==> config.mk <==
export PLATFORM = sky130hd
export DESIGN_NAME = ssra_slave
export DESIGN_NICKNAME = d
export VERILOG_FILES = /design/src/verilog/ssra_slave.v
export VERILOG_INCLUDE_DIRS = /design/src /design/src/verilog
export SDC_FILE = /design/constraint.sdc
export NUM_CORES = 1
export LEC_CHECK = 0
export BUFFER_PORTS_ARGS = -buffer_cell sky130_fd_sc_hd__buf_4
export CORE_MARGIN = 5
export CORE_UTILIZATION = 50
export DETAILED_ROUTE_END_ITERATION = 7
export PLACE_DENSITY_LB_ADDON = 0.1
export SYNTH_ARGS = -nofsm -noshare
export SYNTH_HDL_FRONTEND = slang
export SYNTH_SLANG_ARGS = --single-unit
==> constraint.sdc <==
create_clock -name clk -period 1.7 [get_ports clk]
set_clock_uncertainty 0.1 [all_clocks]
set_input_delay 0.17 -clock clk [delete_from_list [all_inputs] [get_ports clk]]
set_output_delay 0.17 -clock clk [all_outputs]
set_load 0.02 [all_outputs]
==> src/verilog/ssra_consts.vh <==
// Constants for the serial slave register access port.
`ifndef SSRA_CONSTS_VH
`define SSRA_CONSTS_VH
`define SSRA_CTL_ADDR_WR 8'h40
`define SSRA_CTL_DATA_WR 8'h00
`define SSRA_CTL_DATA_RD 8'h80
`define SSRA_CTL_ADDR_RD 8'hC0
`define SSRA_BYTE_BITS 4'h8
`define SSRA_ADDR_RESET 8'h00
`endif

==> src/verilog/ssra_slave.v <==
// Serial slave port giving an external master access to the internal register space.
// Contract
// - Slave only; never drives the clock.
// - First serial clock rise enters serial mode.
// - Sixteen bits: control byte then data MSB-first.
// - Writes keep serial output high impedance.
// - Reads drive the requested byte out.
// - Select high between bytes pauses transaction.
// - Stopped clock keeps state unchanged.
// - Split control byte discarded; expect control.
// - Split write data byte discarded; expect data.
// - Split read byte aborts output; expect data.
// - Invalid control byte ignored; expect control.
// - Control 40h latches register address.
// - Control 00h writes data to selected register.
// - Only last address write selects target.
// - Control 80h reads selected register.
// - Control C0h returns selected address.
// - Gaps any length; back-to-back under select.
`timescale 1ns/10ps
`include "ssra_consts.vh"
module ssra_slave
(
   input wire clk,
   input wire rst_n,
   input wire serial_clock,
   input wire slave_select_n,
   input wire serial_in,
   output reg serial_out,
   output reg serial_out_oe_n,
   output reg serial_mode,
   output reg [7:0] reg_addr,
   output reg reg_wr,
   output reg [7:0] reg_wr_data,
   output reg reg_rd,
   input wire [7:0] reg_rd_data
);

   reg [1:0] sclk_sync_ff;
   reg [1:0] sel_sync_ff;
   reg [1:0] sin_sync_ff;
   reg sclk_prev_ff;
   reg sel_prev_ff;
   reg data_phase_ff;
   reg read_ff;
   reg addr_rd_ff;
   reg addr_ctl_ff;
   reg [3:0] bit_cnt_ff;
   reg [7:0] shift_ff;
   reg [7:0] tx_ff;
   reg tx_armed_ff;
   reg rd_pending_ff;

   wire sclk_s = sclk_sync_ff[1];
   wire sel_n_s = sel_sync_ff[1];
   wire sin_s = sin_sync_ff[1];
   wire sclk_rise = sclk_s & ~sclk_prev_ff;
   wire sclk_fall = ~sclk_s & sclk_prev_ff;
   wire sel_rise = sel_n_s & ~sel_prev_ff;
   wire [7:0] rx_byte = {shift_ff[6:0], sin_s};
   wire byte_done = sclk_rise & ~sel_n_s & (bit_cnt_ff == `SSRA_BYTE_BITS - 4'h1);

   function ctl_valid;
      input [7:0] c;
      begin
         ctl_valid = (c[5:0] == 6'h00);
      end
   endfunction

   // All pins are asynchronous to clk, so each passes two flip-flops.
   always @(posedge clk or negedge rst_n)
   begin
      if (!rst_n)
      begin
         sclk_sync_ff <= 2'h0;
         sel_sync_ff <= 2'h3;
         sin_sync_ff <= 2'h0;
         sclk_prev_ff <= 1'h0;
         sel_prev_ff <= 1'h1;
      end
      else
      begin
         sclk_sync_ff <= {sclk_sync_ff[0], serial_clock};
         sel_sync_ff <= {sel_sync_ff[0], slave_select_n};
         sin_sync_ff <= {sin_sync_ff[0], serial_in};
         sclk_prev_ff <= sclk_s;
         sel_prev_ff <= sel_n_s;
      end
   end

   // Shared decodes of the receive and transmit events.
   wire rx_edge = sclk_rise & ~sel_n_s;
   wire rd_ctl = rx_byte[7] & ~rx_byte[6];
   wire ctl_done = byte_done & ~data_phase_ff & ctl_valid(rx_byte);
   wire data_done = byte_done & data_phase_ff;
   wire wr_done = data_done & ~read_ff;
   wire tx_off = sel_n_s | ~data_phase_ff | ~read_ff;
   wire [7:0] tx_src = addr_rd_ff ? reg_addr : reg_rd_data;
   wire tx_load = ~tx_off & ~tx_armed_ff & ~rd_pending_ff & ~reg_rd;
   wire tx_shift = ~tx_off & tx_armed_ff & sclk_fall & (bit_cnt_ff != 4'h0);

   // Serial mode is entered once and kept until reset.
   always @(posedge clk or negedge rst_n)
   begin
      if (!rst_n)
      begin
         serial_mode <= 1'h0;
      end
      else if (sclk_rise)
      begin
         serial_mode <= 1'h1;
      end
   end

   // Bit position inside the current byte.
   always @(posedge clk or negedge rst_n)
   begin
      if (!rst_n)
      begin
         bit_cnt_ff <= 4'h0;
      end
      else if (sel_rise)
      begin
         // A partly received byte is dropped; the phase stays as it was.
         bit_cnt_ff <= 4'h0;
      end
      else if (byte_done)
      begin
         bit_cnt_ff <= 4'h0;
      end
      else if (rx_edge)
      begin
         bit_cnt_ff <= bit_cnt_ff + 4'h1;
      end
   end

   // Bits are taken on the rising edge only; a halted clock freezes everything.
   always @(posedge clk or negedge rst_n)
   begin
      if (!rst_n)
      begin
         shift_ff <= 8'h00;
      end
      else if (rx_edge)
      begin
         shift_ff <= rx_byte;
      end
   end

   // Phase flag: low while a control byte is expected.
   always @(posedge clk or negedge rst_n)
   begin
      if (!rst_n)
      begin
         data_phase_ff <= 1'h0;
      end
      else if (ctl_done)
      begin
         data_phase_ff <= 1'h1;
      end
      else if (data_done)
      begin
         data_phase_ff <= 1'h0;
      end
   end

   // Decoded control fields, kept for the whole data byte.
   always @(posedge clk or negedge rst_n)
   begin
      if (!rst_n)
      begin
         read_ff <= 1'h0;
         addr_ctl_ff <= 1'h0;
         addr_rd_ff <= 1'h0;
      end
      else if (ctl_done)
      begin
         read_ff <= rx_byte[7];
         addr_ctl_ff <= rx_byte[6];
         addr_rd_ff <= rx_byte[7] & rx_byte[6];
      end
   end

   // Fetch register data early so it is ready before the first data bit.
   always @(posedge clk or negedge rst_n)
   begin
      if (!rst_n)
      begin
         rd_pending_ff <= 1'h0;
      end
      else if (reg_rd)
      begin
         rd_pending_ff <= 1'h0;
      end
      else if (ctl_done)
      begin
         rd_pending_ff <= rd_ctl;
      end
   end

   // One read strobe per data-read control byte.
   always @(posedge clk or negedge rst_n)
   begin
      if (!rst_n)
      begin
         reg_rd <= 1'h0;
      end
      else
      begin
         reg_rd <= ctl_done & rd_ctl;
      end
   end

   // Only a completed address write moves the selected register.
   always @(posedge clk or negedge rst_n)
   begin
      if (!rst_n)
      begin
         reg_addr <= `SSRA_ADDR_RESET;
      end
      else if (wr_done & addr_ctl_ff)
      begin
         reg_addr <= rx_byte;
      end
   end

   // Write data is held until the next completed data write.
   always @(posedge clk or negedge rst_n)
   begin
      if (!rst_n)
      begin
         reg_wr_data <= 8'h00;
      end
      else if (wr_done & ~addr_ctl_ff)
      begin
         reg_wr_data <= rx_byte;
      end
   end

   // One write strobe per completed data write.
   always @(posedge clk or negedge rst_n)
   begin
      if (!rst_n)
      begin
         reg_wr <= 1'h0;
      end
      else
      begin
         reg_wr <= wr_done & ~addr_ctl_ff;
      end
   end

   // Restart of a split read sends the whole byte again from its MSB.
   always @(posedge clk or negedge rst_n)
   begin
      if (!rst_n)
      begin
         tx_armed_ff <= 1'h0;
      end
      else if (tx_off)
      begin
         tx_armed_ff <= 1'h0;
      end
      else if (tx_load)
      begin
         tx_armed_ff <= 1'h1;
      end
   end

   // Output shifter: loaded when the data phase of a read begins, advanced on falling edges.
   always @(posedge clk or negedge rst_n)
   begin
      if (!rst_n)
      begin
         tx_ff <= 8'h00;
      end
      else if (tx_load)
      begin
         tx_ff <= {tx_src[6:0], 1'h0};
      end
      else if (tx_shift)
      begin
         tx_ff <= {tx_ff[6:0], 1'h0};
      end
   end

   // The MSB is driven before the first data rise; later bits follow each falling edge.
   always @(posedge clk or negedge rst_n)
   begin
      if (!rst_n)
      begin
         serial_out <= 1'h0;
      end
      else if (tx_load)
      begin
         serial_out <= tx_src[7];
      end
      else if (tx_shift)
      begin
         serial_out <= tx_ff[7];
      end
   end

   // The output is released as soon as select goes high or the read ends.
   always @(posedge clk or negedge rst_n)
   begin
      if (!rst_n)
      begin
         serial_out_oe_n <= 1'h1;
      end
      else if (tx_off)
      begin
         serial_out_oe_n <= 1'h1;
      end
      else if (tx_load)
      begin
         serial_out_oe_n <= 1'h0;
      end
   end

endmodule // ssra_slave

Word level (Yosys, flattened, before mapping). Index checks and enable logic that the tools add are counted.

Flip-flop bits (word level): 54. Input bits: 13. Output and inout bits: 21. Logic and storage cells: 80.

$add $sub $neg: 1. Equality and inequality tests: 1. Multiplexer cells: 16. Bitwise logic cells: 34. Reduce and logical (&&, ||, !) cells: 7.

Operators with widths (count): two-way mux 8 bit (3); bitwise AND 1 bit (20); two-way mux 4 bit (3); inverter 1 bit (12); two-way mux 1 bit (10); nonzero test 2 bit (4); logical NOT 6 bit (1); adder 4 x 1 -> 4 bit, second input constant (1); equality test 4 x 3 -> 1 bit, second input constant (1); nonzero test 4 bit (1); nonzero test 3 bit (1); bitwise OR 1 bit (2).

Longest topological paths before layout.
Depth after elaboration: 9. Depth in mapped cells: 6. Gate-level depth less buffers: 6.

Worst setup path before layout. Ideal clock, no wire load.

Path type: register to register. Start: register bit_cnt_ff[0]. End: register reg_wr_data[0]. Setup time: 0.128 ns. Arrival time: 1.465 ns. Required time: 1.472 ns. Slack: 0.008 ns. Stages on the path, launching flop included: 7. Buffers on the path: 1. Period minus slack after synthesis: 1.692 ns. Cell sequence: dfrtp_1 > ha_1 > and3b_1 > nand2_2 > nor3b_2 > buf_4 > mux2_1.

Longest elaborated chain between the ends: 5.

RTL lines: from (decl) (line ssra_slave.v:48) `reg [3:0] bit_cnt_ff;`; from (signal assigned) (line ssra_slave.v:133) `bit_cnt_ff <= bit_cnt_ff + 4'h1;`; equality test 4 x 3 -> 1 bit (line ssra_slave.v:61) `` wire byte_done = sclk_rise & ~sel_n_s & (bit_cnt_ff == `SSRA_BYTE_BITS - 4'h1); ``; bitwise AND 1 bit (line ssra_slave.v:61); bitwise AND 1 bit (line ssra_slave.v:95) `wire data_done = byte_done & data_phase_ff;`; bitwise AND 1 bit (line ssra_slave.v:96) `wire wr_done = data_done & ~read_ff;`; bitwise AND 1 bit (line ssra_slave.v:234) `else if (wr_done & ~addr_ctl_ff)`; to (signal assigned) (line ssra_slave.v:236) `reg_wr_data <= rx_byte;`; to (decl) (line ssra_slave.v:34) `output reg [7:0] reg_wr_data,`.

No other way between the ends. A chain may end at the register's enable or synchronous reset.

Worst setup path after layout.
Start: register bit_cnt_ff[0]. End: register reg_wr_data[7].

Same word-level chain as after synthesis.

==> results.toml <==
[run_status]
outcome = "finished with violations"
violations = "negative setup slack"

[clock_network]
cts_tree = "built"
ctsLongestPathBuffers = 2
clock_sinks = 53
root_buffer = "clkbuf_8"
path_clk_slew_ps = 90
numCtsBuffers = 5
clock_latency_ps = 300
h-tree-depth = 2

[min_path]
hold_path_class = "input pin to flip-flop"

[global_routing]
antenna_found_initial = 0
first_global_vias = 1500
grt_pass1_wl_um = 7334
grtUsageTotal_pct = 15.64
grt_max_degree = 54
grt_overflow_total = 0

[power_and_ir_drop]
p_leak_uw = 0.001425
powerDensity_nw_per_um2 = 844.8
ir_drop_v = 0.0007496

[floorplanning]
io_pins = 34
initial_core_util_pct = 51.04
core_sq_um = 4324
dieHeight_um = 76.44
die_w_um = 76.44
num_rows = 24
die_area_sq_um = 5843

[timing]
relSlewSlack_pct = 55.83
worst_slew_pin_slew_ps = 662.5
slew_violations = 0
max_freq_mhz = 560.3
min_period_ps = 1785
fin_crit_sh_pct = 105.0
finalHoldViolCount = 0
setup_viol = 20
setup_tns_ps = -854.3
grt_setup_unrepaired = "yes"
finalWorstSetupSlack_ps = -84.86

[synthesis]
synth_area_per_cell_sq_um = 14.15
ys_seq_area_share_pct = 60.32
synth_area_leader_cell = "dfrtp_1"
synth-seq-cells = 53
yosys_warnings = 0
synthCells = 156
yosysUniqueCellTypes = 41
synth_top_area_share_pct = 55.56
syn-num-nets = 171
yosys-top-cells-area = "dfrtp_1 56%, mux2_2 9.2%, dfstp_2 4.8%, mux2_1 4.1%, mux2i_1 3.6%"
synth_area_sq_um = 2207

[critical_path]
crit_arrival_ps = 1870
worst_setup_path_end_kind = "flip-flop"
path_max_fanout = 4
crit_path_cell_trace = "ha_1 -> and3b_1 -> nand2_2 -> nor3b_4 -> buf_4 -> mux2_1"
crit_required_ps = 1780
r2r_setup_slack_ps = -80
slowest_delay_ps = 370
cp_slowest_cell = "dfrtp_1"
critPathKind = "flip-flop to flip-flop"
start_kind = "flip-flop"

[routing]
routedWlPerCell_um = 16.15
dr.pass1.iters = 4
drc_errors = 0
num_vias = 1423
drt-total-wl_um = 4361
vias_per_cell = 5.270
first_iter_violations = 82
drt.antenna.violating_nets = 0

[final_layout]
nets = 232
final_cells = 270
drive_above_1_share_pct = 49.54
fillers = 324
area_delta_synth_final_pct = 30.90
num_antenna_cells = 0
postLayoutCoreUtil_pct = 66.81

[placed_design]
place_inst = 251
gp_congestion = 0.8171
dpl.hpwl_um = 3054
io_buffers = 33

[job]
drv_cap = 0
-- final cells by class --
class	count	area, sq um	area share (%)
repair buffers	57	445.4	15.42
flip-flops and latches	53	1331	46.08
clock buffers	8	90.09	3.118
multi-input cells	95	938.4	32.48
well taps	52	65.06	2.252
inverters	5	18.77	0.6496
-- worst max-delay path: cells and delay by family (launching register included) --
| kind | cells | cell delay [ps] |
|---|---|---|
| fa+ha+maj | 1 | 180 |
| simple gates | 3 | 520 |
| flops | 1 | 370 |
| buf+inv | 1 | 180 |
| mux | 1 | 320 |
-- power by group --
part	internal, uW	total [uW]	switching, uW
Sequential	1350	1460	110
Combinational	162	272	110
Clock	333	713	380
Total	1840	2440	600
-- stage by stage --
step           area (sq um)  setup WS [ps]  hold slack [ps]  power [uW]
2_1_floorplan          2207          7.706           -225.6        1577
3_3_place_gp           2601         -57.36            132.0        1711
3_5_place_dp           2601         -112.9            144.5        1721
4_1_cts                2791         -95.50            92.72        2450
5_1_grt                2889         -127.0            85.44        2573
6_report               2889         -84.86            72.08        2441
-- routing by layer --
metal	global-route usage [%]	share of wire, %	vias to the layer above	wire [um]
li1	-	-	683	-
met4	4.720	1.2	0	54
met2	25.60	50	24	2195
met5	0	0	-	0
met3	4.255	3.6	5	155
met1	20.23	45	711	1956
-- sequential cells by signal (all words and copies together) (netlist names), 2 cells and up --
name,flops
sclk_sync_ff,2
shift_ff,7
tx_ff,7
reg_addr,8
sin_sync_ff,2
bit_cnt_ff,4
sel_sync_ff,2
reg_wr_data,8
-- synthesized netlist by cell type (all sizes together) --
cell and number:
a21o 2, a21oi 1, a2bb2oi 7, and2 1, and2b 1, and3b 1, buf 2, clkbuf 1
dfrtp 49, dfstp 4, ha 2, inv 5, mux2 26, mux2i 8, nand2 10, nand3 1
nand3b 1, nand4 2, nor2 5, nor2b 4, nor3 1, nor3b 2, nor4 1, o211ai 1
o21ai 3, o21bai 1, o22a 6, o22ai 2, o31ai 2, or2 1, or3 1, or3b 1
xor2 1
-- worst paths after layout --
check,startpoint,to,cells past startpoint
min,reg_rd_data[0],tx_ff[1],3
min reg2reg,sin_sync_ff[0],sin_sync_ff[1],0
min in group asynchronous,rst_n,tx_ff[1],2
max in group asynchronous,rst_n,tx_armed_ff,2
max,bit_cnt_ff[0],reg_wr_data[7],6
max reg2reg,bit_cnt_ff[0],reg_wr_data[7],6
-- layout by cell type, fill, tap and decap left out, types with 5 or more instances in the layout --
cell type / n
buf_4: 51
dfrtp_1: 49
mux2_2: 13
mux2_1: 8
nand2_1: 8
mux2i_1: 8
a2bb2oi_2: 7
clkbuf_8: 6
nor2_1: 5
o22a_2: 5
mux2_4: 5
-- cell families after synthesis --
| group | after synthesis | share of synthesized area (%) |
|---|---|---|
| AOI/OAI and AO/OA | 25 | 10.20 |
| adders and majority gates | 2 | 1.134 |
| DFF | 53 | 60.32 |
| and+or+nand+nor | 33 | 9.468 |
| buffers and inverters | 8 | 1.587 |
| xor gates and xnor gates | 1 | 0.3969 |
| muxes | 34 | 16.89 |
-- what timing repair did --
action,CTS,global route
cloned,0,1
endpoints found under the setup margin,28,28
pin swaps,3,6
resized for setup,9,13
hold endpoints to repair,52,0
setup buffers,1,5
hold buffers,4,0
No activity file was read; power rests on OpenSTA's default activity.
